## src/rtl/sdl_pkg.sv

```systemverilog
/*
 * Shared constants and types for the synthesizer divider with serial ratio load.
 * Assumes a single 20 MHz system clock and that all pin inputs are asynchronous to it.
 */
package sdl_pkg;

	// ****************************************
	// Clock and frequency plan
	// ****************************************
	localparam int CLK_NS = 50;
	localparam int REF_HZ = 13_200_000;
	localparam int CMP_HZ = 5_000;
	localparam logic [11:0] REF_LAST = 12'(REF_HZ / CMP_HZ - 1);

	// ****************************************
	// Feedback prescaler (dual modulus P / P+1)
	// ****************************************
	localparam logic [4:0] PRE_MOD = 5'h1_0;
	localparam int RATIO_W = 18;
	localparam int SWAL_W = 4;
	localparam int MAIN_W = RATIO_W - SWAL_W;
	localparam logic [RATIO_W-1:0] RATIO_RST = 18'h0_2000;

	// ****************************************
	// Lock detection
	// ****************************************
	localparam int LOCK_WIN_NS = 500;
	localparam logic [7:0] LOCK_WIN = 8'(LOCK_WIN_NS / CLK_NS);
	localparam logic [3:0] LOCK_CNT = 4'h8;

	// ****************************************
	// Types
	// ****************************************
	typedef struct packed {
		logic load_en;
		logic sclk;
		logic sdata;
	} sdl_serial_t;

	typedef enum logic [1:0] {
		PFD_IDLE,
		PFD_UP,
		PFD_DN
	} sdl_pfd_t;

endpackage

```

## src/rtl/sdl_synth_core.sv

```systemverilog
/*
 * Digital part of the synthesizer loop: reference divider, pulse-swallow feedback
 * divider with serially loaded ratio, phase/frequency detector, lock and transmit gate.
 * Assumes the host drives the three-wire port slowly against the 20 MHz clock and the
 * feedback input is already brought below half that rate by the front end.
 */
// Overview of operation
// RQ1: Divide reference by 2640 to 5 kHz
// RQ2: Prescale feedback before the programmable stage
// RQ3: Programmable divider brings feedback to 5 kHz
// RQ4: Compare feedback and reference phase each period
// RQ5: Ratio LSB step equals one 5 kHz step
// RQ6: Transmit enable is lock AND key request
// RQ7: Host shifts division word in serially
// RQ8: Bits shift on clock; enable latches word
// RQ9: Old ratio kept; unlock after new ratio
module sdl_synth_core
	import sdl_pkg::*;
(
	// Clock and reset
	input wire logic mclk_i,
	input wire logic resetn_i,
	// Loop pins
	input wire logic ref_osc_i,
	input wire logic vco_fb_i,
	// Host side
	input sdl_pkg::sdl_serial_t ser_i,
	input wire logic transmit_key_request_i,
	// Outputs
	output logic pump_up_o,
	output logic pump_dn_o,
	output logic lock_o,
	output logic tx_enable_o
);
	import sdl_pkg::*;

	function automatic logic [3:0] sat_inc4(input logic [3:0] v, input logic [3:0] lim);
		sat_inc4 = (v >= lim) ? lim : v + 4'h1;
	endfunction

	// ****************************************
	// Input synchronisers
	// ****************************************
	// Bits: 5 key, 4 load enable, 3 sclk, 2 sdata, 1 feedback, 0 reference
	logic [5:0] raw, sync1, sync2, sync3, next_sync1, next_sync2, next_sync3;
	logic [5:0] rise;

	assign raw = {transmit_key_request_i, ser_i.load_en, ser_i.sclk, ser_i.sdata, vco_fb_i, ref_osc_i};
	assign rise = sync2 & ~sync3;

	always_comb begin
		next_sync1 = raw;
		next_sync2 = sync1;
		next_sync3 = sync2;
	end

	always_ff @(posedge mclk_i or negedge resetn_i) begin
		if (!resetn_i) begin
			sync1 <= 6'h00;
			sync2 <= 6'h00;
			sync3 <= 6'h00;
		end else begin
			sync1 <= next_sync1;
			sync2 <= next_sync2;
			sync3 <= next_sync3;
		end
	end

	// ****************************************
	// Serial load
	// ****************************************
	// Shifting never disturbs the running ratio; only the enable edge replaces it
	logic [RATIO_W-1:0] shift, ratio, next_shift, next_ratio;
	logic latch;

	assign latch = rise[4];

	always_comb begin
		next_shift = shift;
		next_ratio = ratio;
		if (rise[3])
			next_shift = {shift[RATIO_W-2:0], sync2[2]}; // RQ8
		if (latch)
			next_ratio = shift; // RQ8
	end

	always_ff @(posedge mclk_i or negedge resetn_i) begin
		if (!resetn_i) begin
			shift <= '0;
			ratio <= RATIO_RST;
		end else begin
			shift <= next_shift;
			ratio <= next_ratio;
		end
	end

	// ****************************************
	// Reference divider
	// ****************************************
	logic [11:0] ref_cnt, next_ref_cnt;
	logic ref_tick;

	assign ref_tick = rise[0] && (ref_cnt == REF_LAST); // RQ1

	always_comb begin
		next_ref_cnt = ref_cnt;
		if (ref_tick)
			next_ref_cnt = 12'h000; // RQ1
		else if (rise[0])
			next_ref_cnt = ref_cnt + 12'h001;
	end

	always_ff @(posedge mclk_i or negedge resetn_i) begin
		if (!resetn_i)
			ref_cnt <= 12'h000;
		else
			ref_cnt <= next_ref_cnt;
	end

	// ****************************************
	// Feedback divider
	// ****************************************
	// Total ratio = M*P + A, so one step of the low bits moves the lock point by one
	// comparison step; M must be at least A and at least one for this to hold.
	logic [4:0] pre_cnt, next_pre_cnt, pre_last;
	logic [MAIN_W-1:0] main_cnt, next_main_cnt;
	logic [SWAL_W-1:0] swal_cnt, next_swal_cnt;
	logic pre_tick, fb_tick;

	assign pre_last = (swal_cnt != '0) ? PRE_MOD : PRE_MOD - 5'h01; // RQ5
	assign pre_tick = rise[1] && (pre_cnt == pre_last); // RQ2
	// Compare with >= so a smaller ratio loaded mid-count wraps at the next prescaler tick instead of running the counter round
	assign fb_tick = pre_tick && (main_cnt >= ratio[RATIO_W-1:SWAL_W] - 14'h0001); // RQ3

	always_comb begin
		next_pre_cnt = pre_cnt;
		next_main_cnt = main_cnt;
		next_swal_cnt = swal_cnt;
		if (pre_tick)
			next_pre_cnt = 5'h00;
		else if (rise[1])
			next_pre_cnt = pre_cnt + 5'h01; // RQ2
		if (fb_tick) begin
			next_main_cnt = '0;
			next_swal_cnt = ratio[SWAL_W-1:0]; // RQ5
		end else if (pre_tick) begin
			next_main_cnt = main_cnt + 14'h0001; // RQ3
			if (swal_cnt != '0)
				next_swal_cnt = swal_cnt - 4'h1;
		end
	end

	always_ff @(posedge mclk_i or negedge resetn_i) begin
		if (!resetn_i) begin
			pre_cnt <= 5'h00;
			main_cnt <= '0;
			swal_cnt <= '0;
		end else begin
			pre_cnt <= next_pre_cnt;
			main_cnt <= next_main_cnt;
			swal_cnt <= next_swal_cnt;
		end
	end

	// ****************************************
	// Phase detector and lock
	// ****************************************
	sdl_pfd_t pfd, next_pfd;
	logic [7:0] err_cnt, next_err_cnt;
	logic [3:0] good_cnt, next_good_cnt;
	logic next_pump_up, next_pump_dn, next_lock, next_tx;
	logic done;

	always_comb begin
		next_pfd = pfd;
		next_err_cnt = err_cnt;
		next_good_cnt = good_cnt;
		done = 1'b0;
		case (pfd)
			PFD_IDLE: begin
				next_err_cnt = 8'h00;
				if (ref_tick && fb_tick)
					done = 1'b1;
				else if (ref_tick)
					next_pfd = PFD_UP; // RQ4
				else if (fb_tick)
					next_pfd = PFD_DN; // RQ4
			end
			PFD_UP, PFD_DN: begin
				if ((pfd == PFD_UP && fb_tick) || (pfd == PFD_DN && ref_tick)) begin
					next_pfd = PFD_IDLE;
					done = 1'b1;
				end else if (err_cnt != 8'hff) begin
					next_err_cnt = err_cnt + 8'h01;
				end
			end
			default: next_pfd = PFD_IDLE;
		endcase
		if (latch)
			next_good_cnt = 4'h0; // RQ9
		else if (done)
			next_good_cnt = (err_cnt <= LOCK_WIN) ? sat_inc4(good_cnt, LOCK_CNT) : 4'h0;
		next_lock = !latch && (next_good_cnt == LOCK_CNT); // RQ9
		next_pump_up = (next_pfd == PFD_UP);
		next_pump_dn = (next_pfd == PFD_DN);
		next_tx = lock_o && sync2[5]; // RQ6
	end

	always_ff @(posedge mclk_i or negedge resetn_i) begin
		if (!resetn_i) begin
			pfd <= PFD_IDLE;
			err_cnt <= 8'h00;
			good_cnt <= 4'h0;
			lock_o <= 1'b0;
			pump_up_o <= 1'b0;
			pump_dn_o <= 1'b0;
			tx_enable_o <= 1'b0;
		end else begin
			pfd <= next_pfd;
			err_cnt <= next_err_cnt;
			good_cnt <= next_good_cnt;
			lock_o <= next_lock;
			pump_up_o <= next_pump_up;
			pump_dn_o <= next_pump_dn;
			tx_enable_o <= next_tx;
		end
	end

	// ****************************************
	// Assertions
	// ****************************************
	// Feedback edges per wrap, counted apart from the divider; only periods run wholly on one ratio are judged
	logic [RATIO_W-1:0] fb_edges, next_fb_edges;
	logic ratio_steady, next_ratio_steady;

	always_comb begin
		next_fb_edges = fb_edges;
		next_ratio_steady = ratio_steady && !latch;
		if (fb_tick) begin
			next_fb_edges = '0;
			next_ratio_steady = !latch;
		end else if (rise[1]) begin
			next_fb_edges = fb_edges + 18'h0_0001;
		end
	end

	always_ff @(posedge mclk_i or negedge resetn_i) begin
		if (!resetn_i) begin
			fb_edges <= '0;
			ratio_steady <= 1'b0;
		end else begin
			fb_edges <= next_fb_edges;
			ratio_steady <= next_ratio_steady;
		end
	end

	ref_wrap_a: assert property (@(posedge mclk_i) disable iff (!resetn_i) // RQ1
		ref_tick |=> ref_cnt == 12'h000) else $error("reference divider did not wrap");
	ref_count_a: assert property (@(posedge mclk_i) disable iff (!resetn_i) // RQ1
		rise[0] && !ref_tick |=> ref_cnt == $past(ref_cnt) + 12'h001) else $error("reference count wrong");
	pre_modulus_a: assert property (@(posedge mclk_i) disable iff (!resetn_i) // RQ2
		pre_tick |-> pre_cnt == ((swal_cnt != '0) ? 5'h10 : 5'h0f)) else $error("prescaler modulus wrong");
	fb_reload_a: assert property (@(posedge mclk_i) disable iff (!resetn_i) // RQ3
		fb_tick && !latch |=> main_cnt == '0 && swal_cnt == ratio[3:0]) else $error("feedback divider reload wrong");
	pump_exclusive_a: assert property (@(posedge mclk_i) disable iff (!resetn_i) // RQ4
		!(pump_up_o && pump_dn_o)) else $error("both pump outputs active");
	pump_up_start_a: assert property (@(posedge mclk_i) disable iff (!resetn_i) // RQ4
		pfd == PFD_IDLE && ref_tick && !fb_tick |=> pump_up_o) else $error("pump up missing");
	pump_dn_start_a: assert property (@(posedge mclk_i) disable iff (!resetn_i) // RQ4
		pfd == PFD_IDLE && fb_tick && !ref_tick |=> pump_dn_o) else $error("pump down missing");
	fb_total_a: assert property (@(posedge mclk_i) disable iff (!resetn_i) // RQ5
		fb_tick && ratio_steady |-> fb_edges + 18'h0_0001 ==
		{ratio[RATIO_W-1:SWAL_W], 4'h0} + {{MAIN_W{1'b0}}, ratio[SWAL_W-1:0]}) else $error("feedback ratio wrong");
	tx_gate_a: assert property (@(posedge mclk_i) disable iff (!resetn_i) // RQ6
		tx_enable_o == ($past(lock_o) && $past(sync2[5]))) else $error("transmit enable not lock and key");
	shift_in_a: assert property (@(posedge mclk_i) disable iff (!resetn_i) // RQ8
		rise[3] |=> shift[0] == $past(sync2[2])) else $error("serial bit not shifted");
	ratio_hold_a: assert property (@(posedge mclk_i) disable iff (!resetn_i) // RQ9
		!latch |=> $stable(ratio)) else $error("ratio changed without load enable");
	unlock_load_a: assert property (@(posedge mclk_i) disable iff (!resetn_i) // RQ9
		latch |=> !lock_o ##1 !lock_o) else $error("lock held after new ratio");

endmodule // sdl_synth_core

```

## config.mk

```make
export PLATFORM = sky130hd
export DESIGN_NAME = sdl_synth_core
export DESIGN_NICKNAME = d
export VERILOG_FILES = /design/src/rtl/sdl_pkg.sv /design/src/rtl/sdl_synth_core.sv
export SDC_FILE = /design/constraint.sdc
export NUM_CORES = 1
export LEC_CHECK = 0
export BUFFER_PORTS_ARGS = -buffer_cell sky130_fd_sc_hd__buf_2
export CAP_MARGIN = 20
export CORE_UTILIZATION = 55
export CTS_BUF_LIST = sky130_fd_sc_hd__clkbuf_8
export CTS_CLUSTER_DIAMETER = 30
export DETAILED_ROUTE_END_ITERATION = 8
export HOLD_SLACK_MARGIN = 0.05
export PLACE_DENSITY = 0.68
export SLEW_MARGIN = 20
export SYNTH_ARGS = -nofsm -noshare
export SYNTH_HDL_FRONTEND = slang
export SYNTH_SLANG_ARGS = --single-unit
```

## constraint.sdc

```tcl
create_clock -name mclk_i -period 9.96 [get_ports mclk_i]
set_input_delay 1.494 -clock mclk_i [delete_from_list [all_inputs] [get_ports mclk_i]]
set_output_delay 1.494 -clock mclk_i [all_outputs]
set_load 0.005 [all_outputs]
```

# Word-level counts from Yosys, hierarchy flattened
# Cells that the tools add are included.
# word_totals
regBits	106
latchBits	0
ram_bits	0
rom_bits	0
input_bits	8
out_inout_bits	4
mem_count	0
# classes
add_sub_neg	7
n_mul	0
div	0
order_cmp	3
n_eq_ne	10
shifts	0
muxes	25
bitwise_logic	2
n_reduce_logical	20
# op_table
cell	count
2-to-1 mux 14 bit	2
2-to-1 mux 4 bit	7
2-to-1 mux 12 bit	2
2-to-1 mux 8 bit	2
one-hot mux 8 bit (2 select lines)	1
2-to-1 mux 5 bit	3
adder 14 x 1 -> 14 bit, second input constant	1
greater-or-equal comparator 14 bit	1
subtractor 14 x 1 -> 14 bit, second input constant	1
adder 12 x 1 -> 12 bit, second input constant	1
== test 12 bit, second input constant	1
nonzero test 2 bit	5
adder 8 x 1 -> 8 bit, second input constant	1
<= comparator 8 x 4 -> 1 bit, second input constant	1
logical AND 1 bit	8
2-to-1 mux 2 bit	4
inequality test 8 bit, second input constant	1
adder 5 x 1 -> 5 bit, second input constant	1
AND 5 bit	1
== test 5 bit	1
NOT 5 bit	1
adder 4 x 1 -> 4 bit, second input constant	1
== test 2 x 1 -> 1 bit, second input constant	2
== test 2 bit, second input constant	2
other kinds (14)	16

# Logic depth before layout (Yosys ltp)
# logic_depth
ltp_word	13
mapped_depth	14
mapped_depth_nobuf	13

# Least setup slack after synthesis
# Ideal clock, no wire load.
# synth_path
path_kind	register -> register
from	register ratio[6]
to	register lock_o
setup_time_ns	0.120
arrival_ns	3.652
path_slack_ns	6.188
path_stages_with_launch	13
path_buffers	0
cell_sequence	dfrtp_1 nor4_1 nand3_1 nor4_1 xnor2_1 ha_1 nand4_1 or2_2 a311oi_1 o2111ai_4 a31o_4 or4b_4 and3_1
# synth_via
elab_chain_cells	11
elab_cells_between_ends	13
# synth_rtl
item	line_no	text
start: declaration	sdl_synth_core.sv:73	logic [RATIO_W-1:0] shift, ratio, next_shift, next_ratio;
start signal: assignment	sdl_synth_core.sv:93	ratio <= next_ratio;
subtractor 14 x 1 -> 14 bit (*)	sdl_synth_core.sv:133	assign fb_tick = pre_tick && (main_cnt >= ratio[RATIO_W-1:SWAL_W] - 14'h0001);
greater-or-equal comparator 14 bit (*)	sdl_synth_core.sv:133	
logical AND 1 bit (*)	sdl_synth_core.sv:133	
logical AND 1 bit	sdl_synth_core.sv:190	if ((pfd == PFD_UP && fb_tick) || (pfd == PFD_DN && ref_tick)) begin
logical OR 1 bit	sdl_synth_core.sv:190	
2-to-1 mux 1 bit	sdl_synth_core.sv:190	
one-hot mux 1 bit (2 select lines) (*)	sdl_synth_core.sv:179	case (pfd)
2-to-1 mux 4 bit (*)	sdl_synth_core.sv:201	else if (done)
2-to-1 mux 4 bit (*)	sdl_synth_core.sv:199	if (latch)
== test 4 bit (*)	sdl_synth_core.sv:203	next_lock = !latch && (next_good_cnt == LOCK_CNT);
logical AND 1 bit (*)	sdl_synth_core.sv:203	
named net next_lock	sdl_synth_core.sv:171	logic next_pump_up, next_pump_dn, next_lock, next_tx;
end signal: assignment	sdl_synth_core.sv:222	lock_o <= next_lock;
end: declaration	sdl_synth_core.sv:32	output logic lock_o,
# The timed path passes the listed nets; every way through them passes the cells marked *.
# A chain may end at the register's enable or synchronous reset.

# Worst setup path after layout
# layout_path
from	register ratio[6]
to	register pump_dn_o
# layout_via
elab_chain_cells	8
elab_cells_between_ends	12
# layout_rtl
item	line_no	text
subtractor 14 x 1 -> 14 bit (*)	sdl_synth_core.sv:133	
greater-or-equal comparator 14 bit (*)	sdl_synth_core.sv:133	
logical AND 1 bit (*)	sdl_synth_core.sv:133	
2-to-1 mux 2 bit or logical AND 1 bit (tied branches)	sdl_synth_core.sv:186, sdl_synth_core.sv:190	
2-to-1 mux 2 bit or logical OR 1 bit (tied branches)	sdl_synth_core.sv:184, sdl_synth_core.sv:190	
2-to-1 mux 2 bit, on equally long branches	sdl_synth_core.sv:182, sdl_synth_core.sv:190	
one-hot mux 2 bit (2 select lines) (*)	sdl_synth_core.sv:179	
== test 2 bit (*)	sdl_synth_core.sv:205	next_pump_dn = (next_pfd == PFD_DN);
named net next_pump_dn	sdl_synth_core.sv:171	
end signal: assignment	sdl_synth_core.sv:224	pump_dn_o <= next_pump_dn;
end: declaration	sdl_synth_core.sv:31	output logic pump_dn_o,
# Marks and branches as above.

==> flow_summary.yaml <==
outcome:
  status: "complete, no violations"
drt:
  via_per_inst: 5.74
  ant_nets: 0
  drt_iter0_drc: 125
  wl_um: 9080
  drtPass1Iterations: 4
  drc: 0
  num_vias: 3596
  wire_per_inst_um: 14.5
yosys:
  synth_common_cells: "dfrtp_1, nand2_1, nor2_1, o21ai_0, ha_1"
  syn_inst: 499
  yosys_warnings: 0
  ys_ff_latch: 105
  synth_edf_count: 0
  yosysMostFrequentCell: "dfrtp_1"
  synthTopCellsByArea: "dfrtp_1, ha_1, nand2_1"
  yosysSeqAreaShare_pct: 51.3
  synth_top_area_cell: "dfrtp_1"
  syn_nets: 534
  synth_top_area_share_pct: 50.8
  synth-main-ff-cell: "dfrtp_1"
  syn_avg_cell_area_um2: 10.3
  netlist_area_um2: 5130
  async_reset_ff_share_pct: 100
  synth.distinct_cells: 54
critical_path:
  cp_max_fo: 11
  critPathKind: "reg -> reg"
  startpoint: "ratio[6]"
  endpoint: "pump_dn_o"
  ff2ff_setup_slack_ns: 5.63
  r2r-start: "ratio[6]"
  required_ns: 10.24
  crit_path_start_kind: "flop"
  rr_worst_depth: 12
  end_kind: "flop"
  crit_arrival_ns: 4.61
  rr_endpoint: "pump_dn_o"
global_routing:
  grt_max_degree: 78
  antenna_found_initial: 0
  first_global_vias: 3541
  grt_pass1_wl_um: 16100
  gr-total-overflow: 0
  grt_usage_pct: 21.0
timing:
  slew_headroom_pct: 32.3
  drv_slew: 0
  hold_viol: 0
  finalCritPeriodShare_pct: 43.5
  fmax_mhz: 231
  rsz0062_at_grt: "false"
  min_period_ns: 4.33
  skew_ns: 0.0148
  tightest_slew_ns: 1.01
  fin_tns_setup_ns: 0
  finalSetupViolations: 0
floorplanning:
  fp.dieW_um: 98.5
  die-area_um2: 9710
  io_pins: 12
  start_util_pct: 57.7
  coreArea_um2: 8890
  die_h_um: 98.5
  row_count: 34
pwr:
  power.internal_mw: 0.717
  power.density_nw_per_um2: 194
  irDropWorstVdd_v: 0.0000777
  seqPwrFrac_pct: 53.3
  comb_power_share_pct: 23.3
  p_leak_nw: 2.54
  p_clk_share_pct: 23.4
  power.switching_mw: 0.344
  switching_share_pct: 32.4
clock_network:
  worstSkewPairLatency_ns: 0.37
  numCtsBuffers: 9
  post_cts_buffers: 0
  cts.sinks: 105
  post_cts_resized: 0
  clk_path_buf_depth: 2
  clk_pin_slew_ns: 0.10
  cts_tree: "built"
  htreeDepth: 3
  cts-root-buf: "clkbuf_8"
  cts_hold_buf: 0
placed_design:
  portBuffers: 11
  gp_congestion: 0.824
  place_hpwl_um: 6530
finish:
  n_antenna_cell: 0
  drive_gt1_share_pct: 11.8
  fin_util_pct: 61.7
  nFillCells: 718
  syn2layout_area_growth_pct: 6.96
  final_nets: 549
hold_path:
  hp-class: "reg -> reg"
  worstHoldPathCells: 0
flow_run:
  maxCapViolCount: 0
-- cell type report --
cell class	count	area, µm²	share of cell area (%)
Multi-Input combinational cell	365	2380	43.4
Clock buffer	10	138	2.51
Timing Repair Buffer	15	87.6	1.60
Inverter	18	67.6	1.23
Sequential cell	105	2630	47.9
Clock inverter	6	46.3	0.844
Tap cell	108	135	2.46
-- placed cells by master (no fill, tap or decap), types with 4 or more instances in the layout --
cell | synthesis | final
clkbuf_8 | 0 | 10
buf_4 | 0 | 5
inv_6 | 0 | 4
nor3_1 | 9 | 9
nand4_1 | 12 | 12
or3_1 | 8 | 8
nand2b_1 | 4 | 4
nand3_1 | 22 | 22
xnor2_1 | 17 | 17
dfrtp_1 | 104 | 104
mux2_2 | 20 | 20
nor2_1 | 35 | 35
and3_1 | 7 | 7
inv_1 | 18 | 19
nor4_1 | 5 | 5
a21oi_1 | 20 | 20
o21ai_0 | 29 | 29
and2_1 | 4 | 4
xor2_1 | 15 | 15
buf_2 | 1 | 10
ha_1 | 27 | 27
nand2_1 | 78 | 78
nor2b_1 | 7 | 7
-- worst min path at each step --
stage	end	from
6_report	next_sync3[1]	next_sync2[1]
5_1_grt	next_sync3[1]	next_sync2[1]
4_1_cts	next_sync3[1]	next_sync2[1]
3_5_place_dp	next_sync3[1]	next_sync2[1]
3_3_place_gp	next_sync3[2]	next_sync2[2]
2_1_floorplan	next_sync3[0]	next_sync2[0]
-- registers in the layout, indices dropped and copies added (netlist names), 5 cells and up --
register	flops
main_cnt	14
next_sync3	6
ratio	18
shift	18
next_sync2	6
err_cnt	8
ref_cnt	12
pre_cnt	5
-- cell families after synthesis --
logic type | count (synthesis) | synth area share, %
adder cells (fa/ha/maj) | 29 | 6.98
flip-flops | 105 | 51.3
buffers and inverters | 29 | 2.29
XOR/XNOR | 32 | 5.47
AND/OR/NAND/NOR | 209 | 20.0
multiplexers | 20 | 4.39
AO/OA/AOI/OAI | 75 | 9.59
-- worst max-delay path, stage by stage, from the launching register on --
cell	delay, ns
dfrtp_1	0.45
nor4_1	0.45
nand3_1	0.23
nor3_1	0.22
xnor2_1	0.11
ha_1	0.31
nand4_1	0.13
or2_2	0.33
a311o_1	0.30
a21oi_1	0.81
a22oi_1	0.28
a32oi_1	0.39
nor3b_1	0.24
-- layer usage --
metal	up-vias	track usage (%)	share of wire (%)
li1	1773	-	-
met1	1763	25.9	45
met2	49	37.0	50
met3	11	3.69	2.7
met4	0	7.81	1.4
met5	-	0	0
-- stage by stage --
stage	cells	cell area (µm²)	hold WS, ns	total power, mW	setup slack (ns)
2_1_floorplan	499	5130	0.331	0.752	6.19
3_3_place_gp	611	5300	0.332	0.811	5.86
3_5_place_dp	611	5300	0.336	0.823	5.66
4_1_cts	627	5480	0.357	1.07	5.64
5_1_grt	627	5480	0.361	1.14	5.21
6_report	627	5480	0.354	1.06	5.63
-- power groups by stage --
| stage | combinational, mW | sequential [mW] | clock (mW) |
|---|---|---|---|
| floorplan | 0.197 | 0.556 | 0 |
| global placement | 0.241 | 0.570 | 0 |
| CTS | 0.250 | 0.565 | 0.260 |
| detailed placement | 0.249 | 0.574 | 0 |
| finish | 0.247 | 0.565 | 0.249 |
| global route | 0.286 | 0.578 | 0.274 |
(Power assumes the default switching activity.)
